**config.mk**
```make
export PLATFORM = sky130hd
export DESIGN_NAME = diag_adc_bypass_fault_inject
export DESIGN_NICKNAME = d
export VERILOG_FILES = /design/src/logic/dbf_pkg.sv /design/src/logic/dbf_result_path.sv /design/src/logic/dbf_limit_check.sv /design/src/logic/diag_adc_bypass_fault_inject.sv
export SDC_FILE = /design/constraint.sdc
export NUM_CORES = 1
export LEC_CHECK = 0
export ABC_AREA = 1
export BUFFER_PORTS_ARGS = -buffer_cell sky130_fd_sc_hd__buf_2
export CORE_MARGIN = 2
export CORE_UTILIZATION = 60
export CTS_BUF_LIST = sky130_fd_sc_hd__clkbuf_8
export DETAILED_ROUTE_END_ITERATION = 8
export HOLD_SLACK_MARGIN = 0.15
export PLACE_DENSITY = 0.89
export SLEW_MARGIN = 20
export SYNTH_ARGS = -nofsm -noshare
export SYNTH_HDL_FRONTEND = slang
export SYNTH_HIERARCHICAL = 1
export SYNTH_SLANG_ARGS = --single-unit
```
**constraint.sdc**
```tcl
create_clock -name i_clk -period 4.1 [get_ports i_clk]
set_input_delay 0.615 -clock i_clk [delete_from_list [all_inputs] [get_ports i_clk]]
set_output_delay 0.615 -clock i_clk [all_outputs]
set_load 0.02 [all_outputs]
```
**src/logic/dbf_pkg.sv**
```systemverilog
// Shared constants for the diagnostic ADC override and fault force block
package dbf_pkg;
  // Register port, result and channel geometry
  localparam int ADDR_W = 7;
  localparam int DATA_W = 16;
  localparam int RES_W = 12;
  localparam int NUM_CH = 5;
  localparam int CH_W = 3;
  ////////////////////////////////////////////////////////////////////////////
  // Register offsets
  localparam logic [6:0] ADR_RAW_RESULT = 7'h2d;
  localparam logic [6:0] ADR_OVERRIDE_CTRL = 7'h2e;
  localparam logic [6:0] ADR_FAULT_INJ = 7'h2f;
  // Reset values
  localparam logic [15:0] RST_RAW_RESULT = 16'h0000;
  localparam logic [15:0] RST_OVERRIDE_CTRL = 16'h0000;
  localparam logic [15:0] RST_FAULT_INJ = 16'h0000;
  ////////////////////////////////////////////////////////////////////////////
  // Override control fields
  localparam int BIT_RESULT_OVR_EN = 15;
  localparam int BIT_OFFSET_OVR_EN = 14;
  localparam int BIT_GND_SAMPLE_DIS = 13;
  localparam int OVR_DATA_LSB = 0;
  // Writable bits of the override control word (bit 12 reserved)
  localparam logic [15:0] OVR_WR_MASK = 16'hefff;
  // Fault injection fields
  localparam int BIT_CHECKSUM_FORCE = 15;
  localparam int BIT_REF_FORCE = 14;
  localparam int BIT_OT_ERR_FORCE = 13;
  localparam int BIT_OT_WARN_FORCE = 12;
  localparam int LIM_FORCE_LSB = 0;
  ////////////////////////////////////////////////////////////////////////////
  // Monitored channel numbers; force bits sit at 2*ch (low), 2*ch+1 (high)
  localparam logic [2:0] CH_REFERENCE = 3'h0;
  localparam logic [2:0] CH_MAIN_SUPPLY = 3'h1;
  localparam logic [2:0] CH_CORE_SUPPLY = 3'h2;
  localparam logic [2:0] CH_ZERO_TEMPCO = 3'h3;
  localparam logic [2:0] CH_DAC_OUTPUT = 3'h4;
  ////////////////////////////////////////////////////////////////////////////
  // Ground sample phase before each conversion
  localparam int CLK_HZ = 25000000;
  localparam int GND_SAMPLE_NS = 400;
  localparam int GND_SAMPLE_CYC =
    ((GND_SAMPLE_NS * (CLK_HZ / 1000000)) + 999) / 1000;
  // Sequencer states
  typedef enum logic [1:0] {
    SEQ_IDLE,
    SEQ_GND,
    SEQ_CONV
  } dbf_seq_e;
endpackage : dbf_pkg

```
**src/logic/dbf_result_path.sv**
```systemverilog
// Selects the reported channel result and the offset applied to it
`timescale 1ns/1ps
module dbf_result_path
  import dbf_pkg::*;
#(
  parameter int RW = RES_W
) (
  input wire logic i_clk, // Core clock
  input wire logic i_rstn, // Async reset, low
  input wire logic i_ce, // Clock enable
  input wire logic i_conv_valid, // Conversion done pulse
  input wire logic [CH_W-1:0] i_conv_chan, // Converted channel
  input wire logic [RW-1:0] i_conv_raw, // Uncorrected result
  input wire logic [RW-1:0] i_meas_offset, // Measured offset, signed
  input wire logic i_result_ovr_en, // Result override on
  input wire logic i_offset_ovr_en, // Offset override on
  input wire logic [RW-1:0] i_ovr_data, // Override field
  output logic o_valid, // Result pulse
  output logic [CH_W-1:0] o_chan, // Result channel
  output logic [RW-1:0] o_result, // Channel result
  output logic [RW-1:0] o_offset // Offset used
);
  initial begin
    if (RW < 2 || RW > 15) $error("dbf_result_path: bad RW");
  end
  // Data override outranks offset override
  wire offset_sel = i_offset_ovr_en && !i_result_ovr_en;
  wire [RW-1:0] offset_used = offset_sel ? i_ovr_data
                                         : i_meas_offset;
  // Signed correction with clamping to the converter range
  wire signed [RW+1:0] corr_full = $signed({2'b00, i_conv_raw})
    - $signed({{2{offset_used[RW-1]}}, offset_used});
  wire corr_neg = corr_full[RW+1];
  wire corr_ovf = !corr_full[RW+1] && corr_full[RW];
  wire [RW-1:0] corr_val = corr_neg ? '0
                         : corr_ovf ? '1 : corr_full[RW-1:0];
  // Override value replaces the whole result, offset disregarded
  wire [RW-1:0] result_sel = i_result_ovr_en ? i_ovr_data
                                             : corr_val;
  ////////////////////////////////////////////////////////////////////////////
  // Result registers
  always_ff @(posedge i_clk or negedge i_rstn) begin
    if (!i_rstn) begin
      o_valid <= 1'b0;
      o_chan <= '0;
      o_result <= '0;
      o_offset <= '0;
    end else if (i_ce) begin
      o_valid <= i_conv_valid;
      if (i_conv_valid) begin
        o_chan <= i_conv_chan;
        o_result <= result_sel;
        o_offset <= i_result_ovr_en ? '0 : offset_used;
      end
    end
  end
endmodule : dbf_result_path

```
**src/logic/dbf_limit_check.sv**
```systemverilog
// Per-channel high and low limit faults with software force
`timescale 1ns/1ps
module dbf_limit_check
  import dbf_pkg::*;
#(
  parameter int NCH = NUM_CH,
  parameter int RW = RES_W
) (
  input wire logic i_clk, // Core clock
  input wire logic i_rstn, // Async reset, low
  input wire logic i_ce, // Clock enable
  input wire logic i_valid, // Result pulse
  input wire logic [CH_W-1:0] i_chan, // Result channel
  input wire logic [RW-1:0] i_result, // Channel result
  input wire logic [NCH*RW-1:0] i_lim_hi, // High limits
  input wire logic [NCH*RW-1:0] i_lim_lo, // Low limits
  input wire logic [NCH-1:0] i_force_hi, // High force bits
  input wire logic [NCH-1:0] i_force_lo, // Low force bits
  output logic [NCH-1:0] o_fault_hi, // High faults
  output logic [NCH-1:0] o_fault_lo // Low faults
);
  initial begin
    if (NCH < 1 || NCH > 8) $error("dbf_limit_check: bad NCH");
  end
  genvar g;
  generate
    for (g = 0; g < NCH; g++) begin : g_ch
      wire hit = i_valid && (i_chan == CH_W'(g));
      wire [RW-1:0] hi_lim = i_lim_hi[g*RW +: RW];
      wire [RW-1:0] lo_lim = i_lim_lo[g*RW +: RW];
      // One flop pair per channel, so no vector has several writers
      logic hi_reg;
      logic lo_reg;
      // Judged on each conversion of this channel
      always_ff @(posedge i_clk or negedge i_rstn) begin
        if (!i_rstn) begin
          hi_reg <= 1'b0;
          lo_reg <= 1'b0;
        end else if (i_ce && hit) begin
          hi_reg <= i_result > hi_lim;
          lo_reg <= i_result < lo_lim;
        end
      end
      // Force holds the fault as long as the bit stays set
      assign o_fault_hi[g] = hi_reg || i_force_hi[g];
      assign o_fault_lo[g] = lo_reg || i_force_lo[g];
    end
  endgenerate
endmodule : dbf_limit_check

```
**src/logic/diag_adc_bypass_fault_inject.sv**
```systemverilog
// Diagnostic ADC override, raw result readback and fault force logic
//
// Contract
// - Raw result is 12 bits, top four zero
// - Raw result excludes the offset correction
// - Raw result ignores any override setting
// - Result override replaces result, ignores offset
// - Both overrides set: result override wins
// - Override lands in readback, drives limits
// - Offset override field read as signed
// - Ground sampling on unless disable bit set
// - Checksum force inverts sent CRC byte
// - Reference force reports reference failure
// - Overtemp error force reports high threshold
// - Overtemp warning force reports low threshold
// - Output monitor high/low forced independently
// - Zero-tempco monitor high/low forced independently
// - Core supply monitor high/low forced independently
// - Main supply monitor high/low forced independently
// - Reference monitor high/low forced independently
// - All force and override bits reset zero
// - Offset from measurement unless offset override
`timescale 1ns/1ps
module diag_adc_bypass_fault_inject
  import dbf_pkg::*;
#(
  parameter int GND_CYC = GND_SAMPLE_CYC
) (
  input wire logic i_clk, // Core clock, 25 MHz
  input wire logic i_rstn, // Async reset, low
  input wire logic i_ce, // Clock enable
  // Register port from the serial host interface
  input wire logic [ADDR_W-1:0] i_reg_addr, // Register address
  input wire logic i_reg_wr, // Write strobe
  input wire logic [DATA_W-1:0] i_reg_wdata, // Write data
  input wire logic i_reg_rd, // Read strobe
  output logic [DATA_W-1:0] o_reg_rdata, // Read data
  output logic o_reg_rvalid, // Read data valid
  output logic o_reg_hit, // Address owned here
  // Conversion engine
  input wire logic i_conv_req, // Conversion request
  input wire logic [CH_W-1:0] i_conv_req_chan, // Requested channel
  output logic o_conv_busy, // Sequencer busy
  output logic o_gnd_sample, // Ground sample phase
  output logic o_conv_start, // Start conversion
  output logic [CH_W-1:0] o_conv_chan, // Channel to convert
  input wire logic i_conv_valid, // Conversion done
  input wire logic [RES_W-1:0] i_conv_raw, // Raw result
  input wire logic [RES_W-1:0] i_meas_offset, // Measured offset
  // Channel readback and limits
  output logic o_rb_wr, // Readback write pulse
  output logic [CH_W-1:0] o_rb_chan, // Readback channel
  output logic [RES_W-1:0] o_rb_data, // Readback value
  output logic [RES_W-1:0] o_offset_used, // Offset applied
  input wire logic [NUM_CH*RES_W-1:0] i_lim_hi, // High limits
  input wire logic [NUM_CH*RES_W-1:0] i_lim_lo, // Low limits
  output logic [NUM_CH-1:0] o_limit_hi_fault, // High faults
  output logic [NUM_CH-1:0] o_limit_lo_fault, // Low faults
  // Analog monitors, asynchronous
  input wire logic i_ref_mon_trip, // Reference monitor
  input wire logic i_ot_err_mon, // Upper thermal comp
  input wire logic i_ot_warn_mon, // Lower thermal comp
  output logic o_ref_fault, // Reference failure
  output logic o_ot_error, // Overtemp error
  output logic o_ot_warning, // Overtemp warning
  // Serial output checksum
  input wire logic [7:0] i_crc_byte, // Computed CRC byte
  output logic [7:0] o_crc_byte // CRC byte to send
);
  initial begin
    if (GND_CYC < 1 || GND_CYC > 255) $error("dbf: bad GND_CYC");
  end
  ////////////////////////////////////////////////////////////////////////////
  // Register storage
  logic [DATA_W-1:0] raw_result_reg;
  logic [DATA_W-1:0] override_ctrl_reg;
  logic [DATA_W-1:0] fault_inj_reg;
  logic [DATA_W-1:0] rdata_reg;
  logic rvalid_reg;
  // Address decode
  wire sel_raw = i_reg_addr == ADR_RAW_RESULT;
  wire sel_ovr = i_reg_addr == ADR_OVERRIDE_CTRL;
  wire sel_inj = i_reg_addr == ADR_FAULT_INJ;
  wire wr_ovr = i_reg_wr && sel_ovr;
  wire wr_inj = i_reg_wr && sel_inj;
  // Field views of the control words
  wire result_ovr_en = override_ctrl_reg[BIT_RESULT_OVR_EN];
  wire offset_ovr_en = override_ctrl_reg[BIT_OFFSET_OVR_EN];
  wire gnd_sample_dis = override_ctrl_reg[BIT_GND_SAMPLE_DIS];
  wire [RES_W-1:0] ovr_data = override_ctrl_reg[OVR_DATA_LSB +: RES_W];
  wire checksum_force = fault_inj_reg[BIT_CHECKSUM_FORCE];
  wire ref_force = fault_inj_reg[BIT_REF_FORCE];
  wire ot_err_force = fault_inj_reg[BIT_OT_ERR_FORCE];
  wire ot_warn_force = fault_inj_reg[BIT_OT_WARN_FORCE];
  wire [2*NUM_CH-1:0] lim_force =
    fault_inj_reg[LIM_FORCE_LSB +: 2*NUM_CH];
  ////////////////////////////////////////////////////////////////////////////
  // Write side; read-only raw result ignores writes
  always_ff @(posedge i_clk or negedge i_rstn) begin
    if (!i_rstn) begin
      override_ctrl_reg <= RST_OVERRIDE_CTRL;
      fault_inj_reg <= RST_FAULT_INJ;
    end else if (i_ce) begin
      if (wr_ovr) begin
        override_ctrl_reg <= i_reg_wdata & OVR_WR_MASK;
      end
      if (wr_inj) begin
        fault_inj_reg <= i_reg_wdata;
      end
    end
  end
  ////////////////////////////////////////////////////////////////////////////
  // Raw result capture straight from the converter, before any
  // correction or override, so software can always see real data
  always_ff @(posedge i_clk or negedge i_rstn) begin
    if (!i_rstn) begin
      raw_result_reg <= RST_RAW_RESULT;
    end else if (i_ce && i_conv_valid) begin
      raw_result_reg <= {4'h0, i_conv_raw};
    end
  end
  ////////////////////////////////////////////////////////////////////////////
  // Read mux, registered so read data comes from flip-flops
  wire [DATA_W-1:0] rd_mux = sel_raw ? raw_result_reg
                           : sel_ovr ? override_ctrl_reg
                           : sel_inj ? fault_inj_reg : 16'h0000;
  always_ff @(posedge i_clk or negedge i_rstn) begin
    if (!i_rstn) begin
      rdata_reg <= 16'h0000;
      rvalid_reg <= 1'b0;
    end else if (i_ce) begin
      rvalid_reg <= i_reg_rd;
      if (i_reg_rd) begin
        rdata_reg <= rd_mux;
      end
    end
  end
  assign o_reg_rdata = rdata_reg;
  assign o_reg_rvalid = rvalid_reg;
  assign o_reg_hit = sel_raw || sel_ovr || sel_inj;
  ////////////////////////////////////////////////////////////////////////////
  // Conversion sequencer: optional ground sample phase to drain the
  // sampling capacitor, then one start pulse. Trades a few cycles of
  // latency per conversion for less crosstalk between channels.
  dbf_seq_e seq_reg;
  dbf_seq_e seq_next;
  logic [7:0] gnd_cnt_reg;
  logic [CH_W-1:0] chan_reg;
  logic start_reg;
  wire gnd_done = gnd_cnt_reg == 8'(GND_CYC - 1);
  // Next state
  always_comb begin
    seq_next = seq_reg;
    case (seq_reg)
      SEQ_IDLE: begin
        if (i_conv_req) begin
          seq_next = gnd_sample_dis ? SEQ_CONV : SEQ_GND;
        end
      end
      SEQ_GND: begin
        if (gnd_done) begin
          seq_next = SEQ_CONV;
        end
      end
      SEQ_CONV: begin
        if (i_conv_valid) begin
          seq_next = SEQ_IDLE;
        end
      end
      default: begin
        seq_next = SEQ_IDLE;
      end
    endcase
  end
  // State, counter and channel latch
  always_ff @(posedge i_clk or negedge i_rstn) begin
    if (!i_rstn) begin
      seq_reg <= SEQ_IDLE;
      gnd_cnt_reg <= 8'h00;
      chan_reg <= '0;
    end else if (i_ce) begin
      seq_reg <= seq_next;
      gnd_cnt_reg <= (seq_reg == SEQ_GND) ? gnd_cnt_reg + 8'h01 : 8'h00;
      if (seq_reg == SEQ_IDLE && i_conv_req) begin
        chan_reg <= i_conv_req_chan;
      end
    end
  end
  // One start pulse on entry to the conversion state
  always_ff @(posedge i_clk or negedge i_rstn) begin
    if (!i_rstn) begin
      start_reg <= 1'b0;
    end else if (i_ce) begin
      start_reg <= (seq_next == SEQ_CONV) && (seq_reg != SEQ_CONV);
    end
  end
  assign o_conv_busy = seq_reg != SEQ_IDLE;
  assign o_gnd_sample = seq_reg == SEQ_GND;
  assign o_conv_start = start_reg;
  assign o_conv_chan = chan_reg;
  ////////////////////////////////////////////////////////////////////////////
  // Result selection; override priority lives in the result path
  logic res_valid;
  logic [CH_W-1:0] res_chan;
  logic [RES_W-1:0] res_value;
  dbf_result_path #(
    .RW(RES_W)
  ) u_result (
    .i_clk(i_clk),
    .i_rstn(i_rstn),
    .i_ce(i_ce),
    .i_conv_valid(i_conv_valid),
    .i_conv_chan(chan_reg),
    .i_conv_raw(i_conv_raw),
    .i_meas_offset(i_meas_offset),
    .i_result_ovr_en(result_ovr_en),
    .i_offset_ovr_en(offset_ovr_en),
    .i_ovr_data(ovr_data),
    .o_valid(res_valid),
    .o_chan(res_chan),
    .o_result(res_value),
    .o_offset(o_offset_used)
  );
  // Readback write for the converted channel
  assign o_rb_wr = res_valid;
  assign o_rb_chan = res_chan;
  assign o_rb_data = res_value;
  ////////////////////////////////////////////////////////////////////////////
  // Limit faults: force bits sit low/high in pairs per channel
  logic [NUM_CH-1:0] force_hi;
  logic [NUM_CH-1:0] force_lo;
  genvar c;
  generate
    for (c = 0; c < NUM_CH; c++) begin : g_force
      assign force_lo[c] = lim_force[2*c];
      assign force_hi[c] = lim_force[2*c+1];
    end
  endgenerate
  dbf_limit_check #(
    .NCH(NUM_CH),
    .RW(RES_W)
  ) u_limits (
    .i_clk(i_clk),
    .i_rstn(i_rstn),
    .i_ce(i_ce),
    .i_valid(res_valid),
    .i_chan(res_chan),
    .i_result(res_value),
    .i_lim_hi(i_lim_hi),
    .i_lim_lo(i_lim_lo),
    .i_force_hi(force_hi),
    .i_force_lo(force_lo),
    .o_fault_hi(o_limit_hi_fault),
    .o_fault_lo(o_limit_lo_fault)
  );
  ////////////////////////////////////////////////////////////////////////////
  // Analog monitor synchronisers; first stage feeds only the second
  logic [2:0] mon_s1_reg;
  logic [2:0] mon_s2_reg;
  always_ff @(posedge i_clk or negedge i_rstn) begin
    if (!i_rstn) begin
      mon_s1_reg <= 3'h0;
      mon_s2_reg <= 3'h0;
    end else if (i_ce) begin
      mon_s1_reg <= {i_ot_warn_mon, i_ot_err_mon, i_ref_mon_trip};
      mon_s2_reg <= mon_s1_reg;
    end
  end
  // Forced faults merge with the real trips onto the same flags
  logic ref_fault_reg;
  logic ot_error_reg;
  logic ot_warning_reg;
  always_ff @(posedge i_clk or negedge i_rstn) begin
    if (!i_rstn) begin
      ref_fault_reg <= 1'b0;
      ot_error_reg <= 1'b0;
      ot_warning_reg <= 1'b0;
    end else if (i_ce) begin
      ref_fault_reg <= mon_s2_reg[0] || ref_force;
      ot_error_reg <= mon_s2_reg[1] || ot_err_force;
      ot_warning_reg <= mon_s2_reg[2] || ot_warn_force;
    end
  end
  assign o_ref_fault = ref_fault_reg;
  assign o_ot_error = ot_error_reg;
  assign o_ot_warning = ot_warning_reg;
  ////////////////////////////////////////////////////////////////////////////
  // Checksum corruption; combinational so the byte stays in step with
  // the serializer that supplies it
  assign o_crc_byte = checksum_force ? ~i_crc_byte : i_crc_byte;
endmodule : diag_adc_bypass_fault_inject

```
# After elaboration in Yosys (flattened, before gate mapping)
# Index checks and enable logic that the tools add are counted.
dict set report word_totals {
  regBits 121
  input_bits 188
  out_inout_bits 73
  wordCells 110
}
dict set report classes {
  add_sub_neg 2
  order_cmp 10
  n_eq_ne 12
  muxes 15
  n_bitwise 1
  n_reduce_logical 42
}
# cell n
set op_table {}
lappend op_table {{$gt A12 B12 Y1} 5}
lappend op_table {{$lt A12 B12 Y1} 5}
lappend op_table {{$mux W12} 5}
lappend op_table {{$mux W16} 3}
lappend op_table {{$eq A7 B6 Y1 const B} 3}
lappend op_table {{$logic_and A1 B1 Y1} 17}
lappend op_table {{$mux W8} 2}
lappend op_table {{$logic_or A1 B1 Y1} 15}
lappend op_table {{$sub A13 B12 Y14} 1}
lappend op_table {{$reduce_and A2 Y1} 5}
lappend op_table {{$add A8 B1 Y8 const B} 1}
lappend op_table {{$eq A8 B4 Y1 const B} 1}
lappend op_table {{$mux W2} 4}
lappend op_table {{$not A8 Y8} 1}
lappend op_table {{$eq A3 B2 Y1 const B} 2}
lappend op_table {{$pmux W2 S3} 1}
lappend op_table {{$eq A2 B2 Y1 const B} 2}
lappend op_table {{$eq A3 B1 Y1 const B} 1}
lappend op_table {{$eq A3 B3 Y1 const B} 1}
lappend op_table {{$logic_not A3 Y1} 1}
lappend op_table {{$eq A2 B1 Y1 const B} 1}
lappend op_table {{$logic_not A1 Y1} 2}
lappend op_table {{$logic_not A2 Y1} 1}
lappend op_table {{$ne A2 B2 Y1 const B} 1}
lappend op_table {{$reduce_bool A2 Y1} 1}

# Longest topological paths before layout
# Gate-level depths: netlist of run 1.
dict set report logic_depth {
  depth_word 9
  ltp_mapped 18
  depth_no_buf 18
}

# Hierarchy
# Netlist of run 1, hierarchy kept.
# mod n_inst cells_each area_each_um2 seq_area_each_um2
set by_module_without_submodules {}
lappend by_module_without_submodules {diag_adc_bypass_fault_inject 1 509 4061.4 2077.0}
lappend by_module_without_submodules {dbf_limit_check 1 634 3758.6 250.2}
lappend by_module_without_submodules {dbf_result_path 1 287 2129.5 700.7}

# Worst setup path after synthesis of run 1
# No wires, ideal clock.
dict set report synth_path {
  path_kind {flip-flop to flip-flop}
  startpoint {register override_ctrl_reg[15]}
  endpoint {register u_result.o_result[10]}
  setup_time_ns 0.073
  t_arrival_ns 2.406
  t_required_ns 4.027
  slack_ns 1.621
  path_stages_with_launch 16
  period_less_slack_ns 2.479
  cell_sequence {dfrtp_1 -> inv_2 -> nand2_1 -> buf_2 -> mux2i_1 -> ha_1 -> nand2_2 -> inv_2 -> nand2_1 -> nand2_1 -> a21oi_2 -> nand3_2 -> a21oi_4 -> buf_6 -> nand2_1 -> a21oi_2}
}
dict set report synth_between {
  elab_chain_cells 9
}
# item line
set synth_rtl {}
lappend synth_rtl {{start: declaration} diag_adc_bypass_fault_inject.sv:76} ;# logic [DATA_W-1:0] override_ctrl_reg;
lappend synth_rtl {{start signal: assignment} diag_adc_bypass_fault_inject.sv:105} ;# override_ctrl_reg <= i_reg_wdata & OVR_WR_MASK;
lappend synth_rtl {{$logic_not A1 Y1} dbf_result_path.sv:27} ;# wire offset_sel = i_offset_ovr_en && !i_result_ovr_en;
lappend synth_rtl {{$logic_and A1 B1 Y1} dbf_result_path.sv:27}
lappend synth_rtl {{$mux W12} dbf_result_path.sv:28} ;# wire [RW-1:0] offset_used = offset_sel ? i_ovr_data
lappend synth_rtl {{$sub A13 B12 Y14} dbf_result_path.sv:32} ;# - $signed({{2{offset_used[RW-1]}}, offset_used});
lappend synth_rtl {{$logic_not A1 Y1} dbf_result_path.sv:34} ;# wire corr_ovf = !corr_full[RW+1] && corr_full[RW];
lappend synth_rtl {{$logic_and A1 B1 Y1} dbf_result_path.sv:34}
lappend synth_rtl {{$mux W12} dbf_result_path.sv:36} ;# : corr_ovf ? '1 : corr_full[RW-1:0];
lappend synth_rtl {{$mux W12} dbf_result_path.sv:35} ;# wire [RW-1:0] corr_val = corr_neg ? '0
lappend synth_rtl {{$mux W12 *} dbf_result_path.sv:38} ;# wire [RW-1:0] result_sel = i_result_ovr_en ? i_ovr_data
lappend synth_rtl {{end signal: assignment} dbf_result_path.sv:52} ;# o_result <= result_sel;
lappend synth_rtl {{end: declaration} dbf_result_path.sv:20} ;# output logic [RW-1:0] o_result,
# Every way passes the cells marked *; elsewhere a longest branch is shown, timed or not.
# A chain may end at the register's enable or synchronous reset.

# Worst setup path in the final report of run 1
dict set report layout_path {
  startpoint {register override_ctrl_reg[15]}
  endpoint {register u_result.o_result[1]}
}
# Same word-level chain as after synthesis.

==> results of run 1 <==
-- layer usage --
metal | share of wire | wire (um) | up-vias | track usage
li1 | - | - | 4957 | -
met5 | 0 | 0 | - | 0
met2 | 0.46 | 13550 | 529 | 0.5406
met1 | 0.42 | 12270 | 4506 | 0.4348
met3 | 0.088 | 2578 | 58 | 0.05479
met4 | 0.026 | 754 | 0 | 0.1201
-- cell type report --
type,count,area [um2]
Antenna cell,2,5.005
Clock inverter,15,167.7
Tap cell,220,275.3
Fill cell,1291,4614
Multi-Input combinational cell,991,5672
Clock buffer,17,234.0
Sequential cell,121,3028
Inverter,287,1077
Timing Repair Buffer,264,1334
-- stage by stage --
step | utilization | hold slack, ns | instances
finish | 0.7188 | 0.2847 | 1917
global route | 0.7184 | 0.3477 | 1915
CTS | 0.7184 | 0.2980 | 1915
detailed placement | 0.6940 | 0.4593 | 1883
global placement | 0.6940 | 0.4556 | 1883
floorplan | - | 0.3194 | 1430
-- cell usage in the layout, fill, tap and decap left out, drive strengths merged, types with 11 or more instances in the layout --
cell type / n
nand2: 469
inv: 290
buf: 264
ha: 130
dfrtp: 121
nand3: 98
nor2: 90
a21oi: 83
o21ai: 59
clkbuf: 17
xor2: 11
nand4: 11
-- path summary, 6_finish.rpt --
path | end | depth (start not counted)
min in group i_clk | mon_s1_reg[2] | 3
min reg2reg | u_limits/g_ch[1].hi_reg | 2
max | u_result/o_result[1] | 14
min | o_conv_start | 1
max in group asynchronous | u_result/o_result[1] | 2
max reg2reg | u_result/o_result[1] | 14
-- kinds of logic after synthesis --
logic type | after synthesis | synth area share
buf+inv | 318 | 0.1256
simple gates | 683 | 0.2964
fa+ha+maj | 131 | 0.1655
compound gates | 150 | 0.08287
flops | 121 | 0.3043
mux | 11 | 0.01119
xor+xnor | 16 | 0.01408
-- synthesized netlist by cell type (all sizes together) --
| cell | instances | share of area |
|---|---|---|
| a21boi | 1 | 0.00075 |
| a21o | 5 | 0.0038 |
| a21oi | 83 | 0.047 |
| a31oi | 1 | 0.00063 |
| and2 | 1 | 0.00088 |
| buf | 23 | 0.014 |
| clkbuf | 8 | 0.0030 |
| clkinv | 2 | 0.00075 |
| dfrtp | 121 | 0.30 |
| fa | 1 | 0.0020 |
| ha | 130 | 0.16 |
| inv | 285 | 0.11 |
| mux2 | 1 | 0.0011 |
| mux2i | 10 | 0.010 |
| nand2 | 469 | 0.18 |
| nand3 | 98 | 0.052 |
| nand3b | 1 | 0.00075 |
| nand4 | 11 | 0.0084 |
| nor2 | 90 | 0.044 |
| nor3 | 3 | 0.0025 |
| o21ai | 59 | 0.030 |
| o22ai | 1 | 0.00063 |
| or2 | 10 | 0.0063 |
| xnor2 | 5 | 0.0044 |
| xor2 | 11 | 0.0097 |
-- power by group through the flow --
stage / sequential (mW) / combinational, mW / clock, mW
2_1_floorplan: 1.53 / 0.850 / 0
6_report: 1.52 / 1.37 / 1.09
3_3_place_gp: 1.53 / 1.30 / 0
4_1_cts: 1.51 / 1.36 / 1.10
5_1_grt: 1.53 / 1.53 / 1.15
3_5_place_dp: 1.54 / 1.35 / 0
==> key figures, run 1 <==
Pwr
  • Reported leakage power: 7.485 nW
  • Internal Dissipation: 2.408 mW
  • Worst IR drop on VDD: 0.0002455 V
  • Part of the power in combinational logic: 0.344
  • Sw Share: 0.3941
  • Net Sw Power: 1.566 mW
  • Clock Power Share: 0.274
  • Pwr Total: 3.975 mW
  • Power density cells: 337.0 nW/um2
  • Flop pwr share: 0.382

Clock tree
  • Total clock buffers created by CTS: 17
  • CTS tree: done
  • Buffer type at the clock tree root: sky130_fd_sc_hd__clkbuf_8
  • Hold-fix buffer count after cts: 0
  • Total setup buffers inserted after CTS: 0
  • Buffer depth of the longest clock path: 2
  • Clock-pin transition on the worst setup and hold timing paths: 0.08 ns
  • Number of gates given a new drive strength after cts: 0
  • Clk_lat worst skew: 0.44 ns
  • H-tree levels: 4
  • Number of clock sinks seen by CTS: 121

Critical path
  • Nature of the critical path startpoint: flip-flop
  • CP Data Arrival Time: 3.68 ns
  • Maximum single-stage delay on the critical path: 0.68 ns
  • Data required time of the worst path: 4.46 ns
  • Most common cell type on the critical path: sky130_fd_sc_hd__nand2_1
  • Path type of the worst setup path: flip-flop to flip-flop
  • Nature of the critical path endpoint: flip-flop
  • Crit-path leading delay family: compound AO/OA/AOI/OAI gates
  • Cell Chain, Critical Path: inv_2, nand2_1, buf_4, mux2i_1, ha_1, nand2_1, nand2_1, nand2_1, nand2_1, a21oi_2, nand3_2, a21oi_4, o21ai_0, a21oi_1
  • Launch instance of the worst register-to-register path: override_ctrl_reg[15]
  • Worst setup path startpoint: override_ctrl_reg[15]
  • Top fanout value on the critical path: 15
  • Buffer and inverter count on the worst path: 2
  • Cell with the largest stage delay on the worst path: sky130_fd_sc_hd__dfrtp_1
  • Reg-to-reg slack, setup: 0.78 ns

Routing
  • Violation count after the first detailed-routing iteration: 786
  • Post-DR wirelength/cell: 15.21 um
  • Via count: 10050
  • Remaining DRCs: 0
  • Routed wire length: 29150 um
  • Vias/cell: 5.243
  • Number of iterations in the first detailed-routing pass: 6
  • Count of antenna-violating nets left after detailed routing: 0

Placement
  • Placed inst area: 11390 um2
  • Routability Congestion: 0.8904
  • DP Wirelength: 22380 um
  • Port bufs: 260
  • Pre-CTS WS: 0.8385 ns

Logic synthesis
  • Syn Area/Cell: 6.958 um2
  • Cell area after synthesis: 9950 um2
  • Synthesized net count: 1749
  • Flops & latches, synth: 121
  • Post-Synthesis Cells: 1430
  • Yosys warns: 6
  • Share of synthesized area occupied by flip-flops and latches: 0.3043
  • Yosys cell types: 40

Floorplan
  • Die Height: 132.8 um
  • Total I/O pin count: 261
  • Floorplan core area: 16410 um2
  • Starting density of the core: 0.6064
  • Horizontal die dimension: 132.8 um
  • Die area: 17630 um2
  • Row cnt: 47

Timing
  • Setup Viol. Count Final: 0
  • Max Fclk: 0.3014 GHz
  • Final number of max-transition violations: 0
  • Final cycle utilization of the critical path: 0.8092
  • Clock period minus final worst setup slack: 3.318 ns
  • Actual transition at the worst max-transition pin: 0.8575 ns
  • Post-route setup TNS: 0 ns
  • Clock skew after layout: 0.01024 ns
  • Post-route worst setup slack: 0.7822 ns
  • Final number of hold-violating endpoints: 0
  • Worst-case headroom to the max-slew limit: 0.4283
  • Unrepaired setup endpoints after global routing: no

GRT
  • Global routing usage summed across all routing layers: 0.3274
  • Antenna violations before repair: 2
  • Pin count of the biggest net entering global routing: 71
  • Global-route wire length before repair: 45830 um
  • Vias in the first global route: 9390
  • Final global-route overflow total: 0

Final layout
  • Proportion of layout cells with a drive suffix above 1: 0.2159
  • Synth-to-layout area growth: 18.52%
  • Post-layout instance area: 11790 um2
  • Final Net Count: 2001

Run status
  • Outcome: finished, final reports clean

Min path
  • Class of the most critical hold timing path: primary input to asynchronous set/reset pin

Job
  • # Max-Cap Violations: 0
Note: power is estimated with default switching activity, not from simulation.
==> run 2: changes to the inputs <==
--- a/config.mk
+++ b/config.mk
@@ -5,14 +5,14 @@
 export SDC_FILE = /design/constraint.sdc
 export NUM_CORES = 1
 export LEC_CHECK = 0
-export ABC_AREA = 1
+export ABC_AREA = 0
 export BUFFER_PORTS_ARGS = -buffer_cell sky130_fd_sc_hd__buf_2
 export CORE_MARGIN = 2
-export CORE_UTILIZATION = 60
+export CORE_UTILIZATION = 55
 export CTS_BUF_LIST = sky130_fd_sc_hd__clkbuf_8
 export DETAILED_ROUTE_END_ITERATION = 8
 export HOLD_SLACK_MARGIN = 0.15
-export PLACE_DENSITY = 0.89
+export PLACE_DENSITY = 0.84
 export SLEW_MARGIN = 20
 export SYNTH_ARGS = -nofsm -noshare
 export SYNTH_HDL_FRONTEND = slang
==> constraint.sdc (replaced) <==
create_clock -name i_clk -period 3.3 [get_ports i_clk]
set_input_delay 0.495 -clock i_clk [delete_from_list [all_inputs] [get_ports i_clk]]
set_output_delay 0.495 -clock i_clk [all_outputs]
set_load 0.02 [all_outputs]
==> key figures, run 2 <==
Critical path
  • Nature of the critical path endpoint: flip-flop
  • Reg-to-reg slack, setup: 0.16 ns
  • Top fanout value on the critical path: 4
  • Data required time of the worst path: 3.64 ns
  • CP Data Arrival Time: 3.48 ns
  • R2R depth: 12
  • Path type of the worst setup path: flip-flop to flip-flop
  • Nature of the critical path startpoint: flip-flop

Min path
  • Class of the most critical hold timing path: primary input to flip-flop
  • Hold Path Cell Cnt: 2

Logic synthesis
  • Flops & latches, synth: 121
  • Most common library cells after synthesis: 130 x sky130_fd_sc_hd__ha_1, 126 x sky130_fd_sc_hd__inv_1, 121 x sky130_fd_sc_hd__dfrtp_1
  • Async set-or-reset flop fraction in the synthesized netlist: 1.000
  • Syn Area/Cell: 9.452 um2
  • Most area-hungry cell type in the Yosys netlist: sky130_fd_sc_hd__dfrtp_1
  • Synthesized net count: 1282
  • Leading cell types by total area after synthesis: sky130_fd_sc_hd__dfrtp_1 33%, sky130_fd_sc_hd__ha_1 18%, sky130_fd_sc_hd__mux2_2 5.6%
  • Yosys cell types: 71
  • Leading cell type by number of instances after synthesis: sky130_fd_sc_hd__ha_1
  • Share of Yosys cell area claimed by the top area cell type: 0.3326
  • Number of synthesized flops with an enable pin: 0
  • Cell area after synthesis: 9102 um2
  • Yosys warns: 6
  • Post-Synthesis Cells: 963
  • Share of synthesized area occupied by flip-flops and latches: 0.3326
  • Dominant synthesized flop cell: sky130_fd_sc_hd__dfrtp_1

Routing
  • Vias/cell: 5.657
  • Routed wire length: 26960 um
  • Post-DR wirelength/cell: 18.44 um
  • Remaining DRCs: 0
  • Count of antenna-violating nets left after detailed routing: 0
  • Violation count after the first detailed-routing iteration: 549
  • Number of iterations in the first detailed-routing pass: 5
  • Via count: 8271

Clock tree
  • CTS tree: done
  • Clock-pin transition on the worst setup and hold timing paths: 0.08 ns
  • Total clock buffers created by CTS: 17
  • Buffer type at the clock tree root: sky130_fd_sc_hd__clkbuf_8
  • Number of gates given a new drive strength after cts: 0
  • H-tree levels: 4
  • Number of clock sinks seen by CTS: 121
  • Buffer depth of the longest clock path: 2
  • Clk_lat worst skew: 0.47 ns

Final layout
  • Area of the multi-input gates: 5424 um2
  • Most frequent cells in the layout: 259 x sky130_fd_sc_hd__buf_2, 130 x sky130_fd_sc_hd__ha_1, 126 x sky130_fd_sc_hd__inv_1
  • Register area: 3028 um2
  • Filler Cells Inserted: 1341
  • Proportion of layout cells with a drive suffix above 1: 0.3263
  • Synth-to-layout area growth: 21.37%
  • Most common cell after layout, fill and taps aside: sky130_fd_sc_hd__buf_2
  • Final Net Count: 1547

Floorplan
  • Starting density of the core: 0.5548
  • Row cnt: 47
  • Die Height: 132.6 um
  • Total I/O pin count: 261
  • Horizontal die dimension: 132.6 um
  • Die area: 17590 um2
  • Floorplan core area: 16410 um2

Pwr
  • Part of the power in combinational logic: 0.315
  • Sw Share: 0.3698
  • Internal Dissipation: 2.985 mW
  • Power density cells: 428.8 nW/um2
  • Pwr Total: 4.737 mW
  • Clock Power Share: 0.292
  • Reported leakage power: 6.259 nW
  • Flop pwr share: 0.392
  • Worst IR drop on VDD: 0.0004237 V
  • Net Sw Power: 1.752 mW

Timing
  • Clock period minus final worst setup slack: 3.142 ns
  • Setup Viol. Count Final: 0
  • Post-route setup TNS: 0 ns
  • Worst-case headroom to the max-slew limit: 0.5030
  • Max Fclk: 0.3182 GHz
  • Clock skew after layout: 0.01427 ns
  • Final number of max-transition violations: 0
  • Unrepaired setup endpoints after global routing: no
  • Final cycle utilization of the critical path: 0.9522
  • Actual transition at the worst max-transition pin: 0.7455 ns
  • Final number of hold-violating endpoints: 0

Job
  • # Max-Cap Violations: 0

GRT
  • Final global-route overflow total: 0
  • Routing layer with the top usage in global route: met2
  • Global-route wire length before repair: 42120 um
  • Met1 track demand over resource: 0.3844
  • Pin count of the biggest net entering global routing: 68
  • Vias in the first global route: 8282
  • Antenna violations before repair: 2
  • Global routing usage summed across all routing layers: 0.3080
  • M2 GR Usage: 0.5291
  • GRT met3 Usage: 0.06513

Placement
  • DP Wirelength: 20850 um
  • Routability Congestion: 0.9309
  • Port bufs: 260

Run status
  • Outcome: finished, final reports clean
==> run 2: changes by cell type after synthesis, sizes merged, moves of 18 or more <==
cell and delta:
inv -157, mux2 +64, nand2 -389, nand3 -55
nand4 +18, nor2 -58
==> run 2: area by class of cell <==
| cell class | count | share of cell area |
|---|---|---|
| multi-input cells | 685 | 0.4909 |
| flip-flops and latches | 121 | 0.2741 |
| repair buffers | 275 | 0.1296 |
| inverters | 128 | 0.04349 |
| well taps | 220 | 0.02492 |
| clock buffers | 18 | 0.02242 |
| clock inverters | 14 | 0.01438 |
| diodes | 1 | 0.0002265 |
==> run 2: final timing paths <==
path                                          from                 endpoint
max                          override_ctrl_reg[15]     u_result/o_result[7]
min                                   i_ot_err_mon            mon_s1_reg[1]
max reg2reg                  override_ctrl_reg[15]     u_result/o_result[7]
min reg2reg                u_limits/g_ch[2].lo_reg  u_limits/g_ch[2].lo_reg
max in group asynchronous                   i_rstn       u_result/o_chan[0]
min in group asynchronous                   i_rstn       raw_result_reg[10]
==> run 2: critical path, stage by stage, from the launching register on <==
cell and delay [ns]:
sky130_fd_sc_hd__dfrtp_1 0.38, sky130_fd_sc_hd__nand2b_1 0.16, sky130_fd_sc_hd__mux2_2 0.25, sky130_fd_sc_hd__ha_1 0.19
sky130_fd_sc_hd__inv_1 0.07, sky130_fd_sc_hd__fa_1 0.40, sky130_fd_sc_hd__a21o_1 0.22, sky130_fd_sc_hd__a221oi_2 0.40
sky130_fd_sc_hd__o21bai_1 0.14, sky130_fd_sc_hd__a31oi_1 0.19, sky130_fd_sc_hd__o22ai_1 0.11, sky130_fd_sc_hd__o21bai_1 0.18
sky130_fd_sc_hd__a221o_1 0.33
==> run 2: per-stage QoR <==
step | instances | worst slack, ns | area, um2 | util | hold WS, ns
6_report | 1462 | 0.1578 | 11050 | 0.6734 | 0.2542
5_1_grt | 1461 | 0.002665 | 11050 | 0.6732 | 0.2455
4_1_cts | 1461 | 0.1986 | 11050 | 0.6732 | 0.2430
3_5_place_dp | 1428 | 0.2461 | 10630 | 0.6478 | 0.4581
3_3_place_gp | 1428 | 0.2875 | 10630 | 0.6478 | 0.4556
2_1_floorplan | 963 | 0.3933 | 9102 | - | 0.1994
==> run 2: kinds of logic after synthesis <==
kind of cell               share of synthesized area
AOI/OAI and AO/OA                             0.1509
buffers and inverters                        0.07148
and+or+nand+nor                               0.1424
DFF                                           0.3326
adders and majority gates                     0.1809
xor gates and xnor gates                     0.01539
muxes                                         0.1063
==> run 2: power by group through the flow <==
stage | Clock, mW | Sequential (mW) | Combinational, mW
6_report | 1.38 | 1.86 | 1.49
5_1_grt | 1.47 | 1.88 | 1.67
4_1_cts | 1.41 | 1.86 | 1.48
3_5_place_dp | 0 | 1.89 | 1.47
3_3_place_gp | 0 | 1.88 | 1.41
2_1_floorplan | 0 | 1.85 | 0.912
==> run 2: metal layers <==
layer	vias to the layer above	wire length, um
met4	2	666
met5	-	13
met2	401	12840
li1	3960	-
met1	3855	11200
met3	53	2236
==> run 2: what timing repair did <==
item | 4_1_cts | 5_1_grt
hold buffers | 1 | 0
hold endpoints to repair | 54 | 0
buffers inserted | 0 | 0
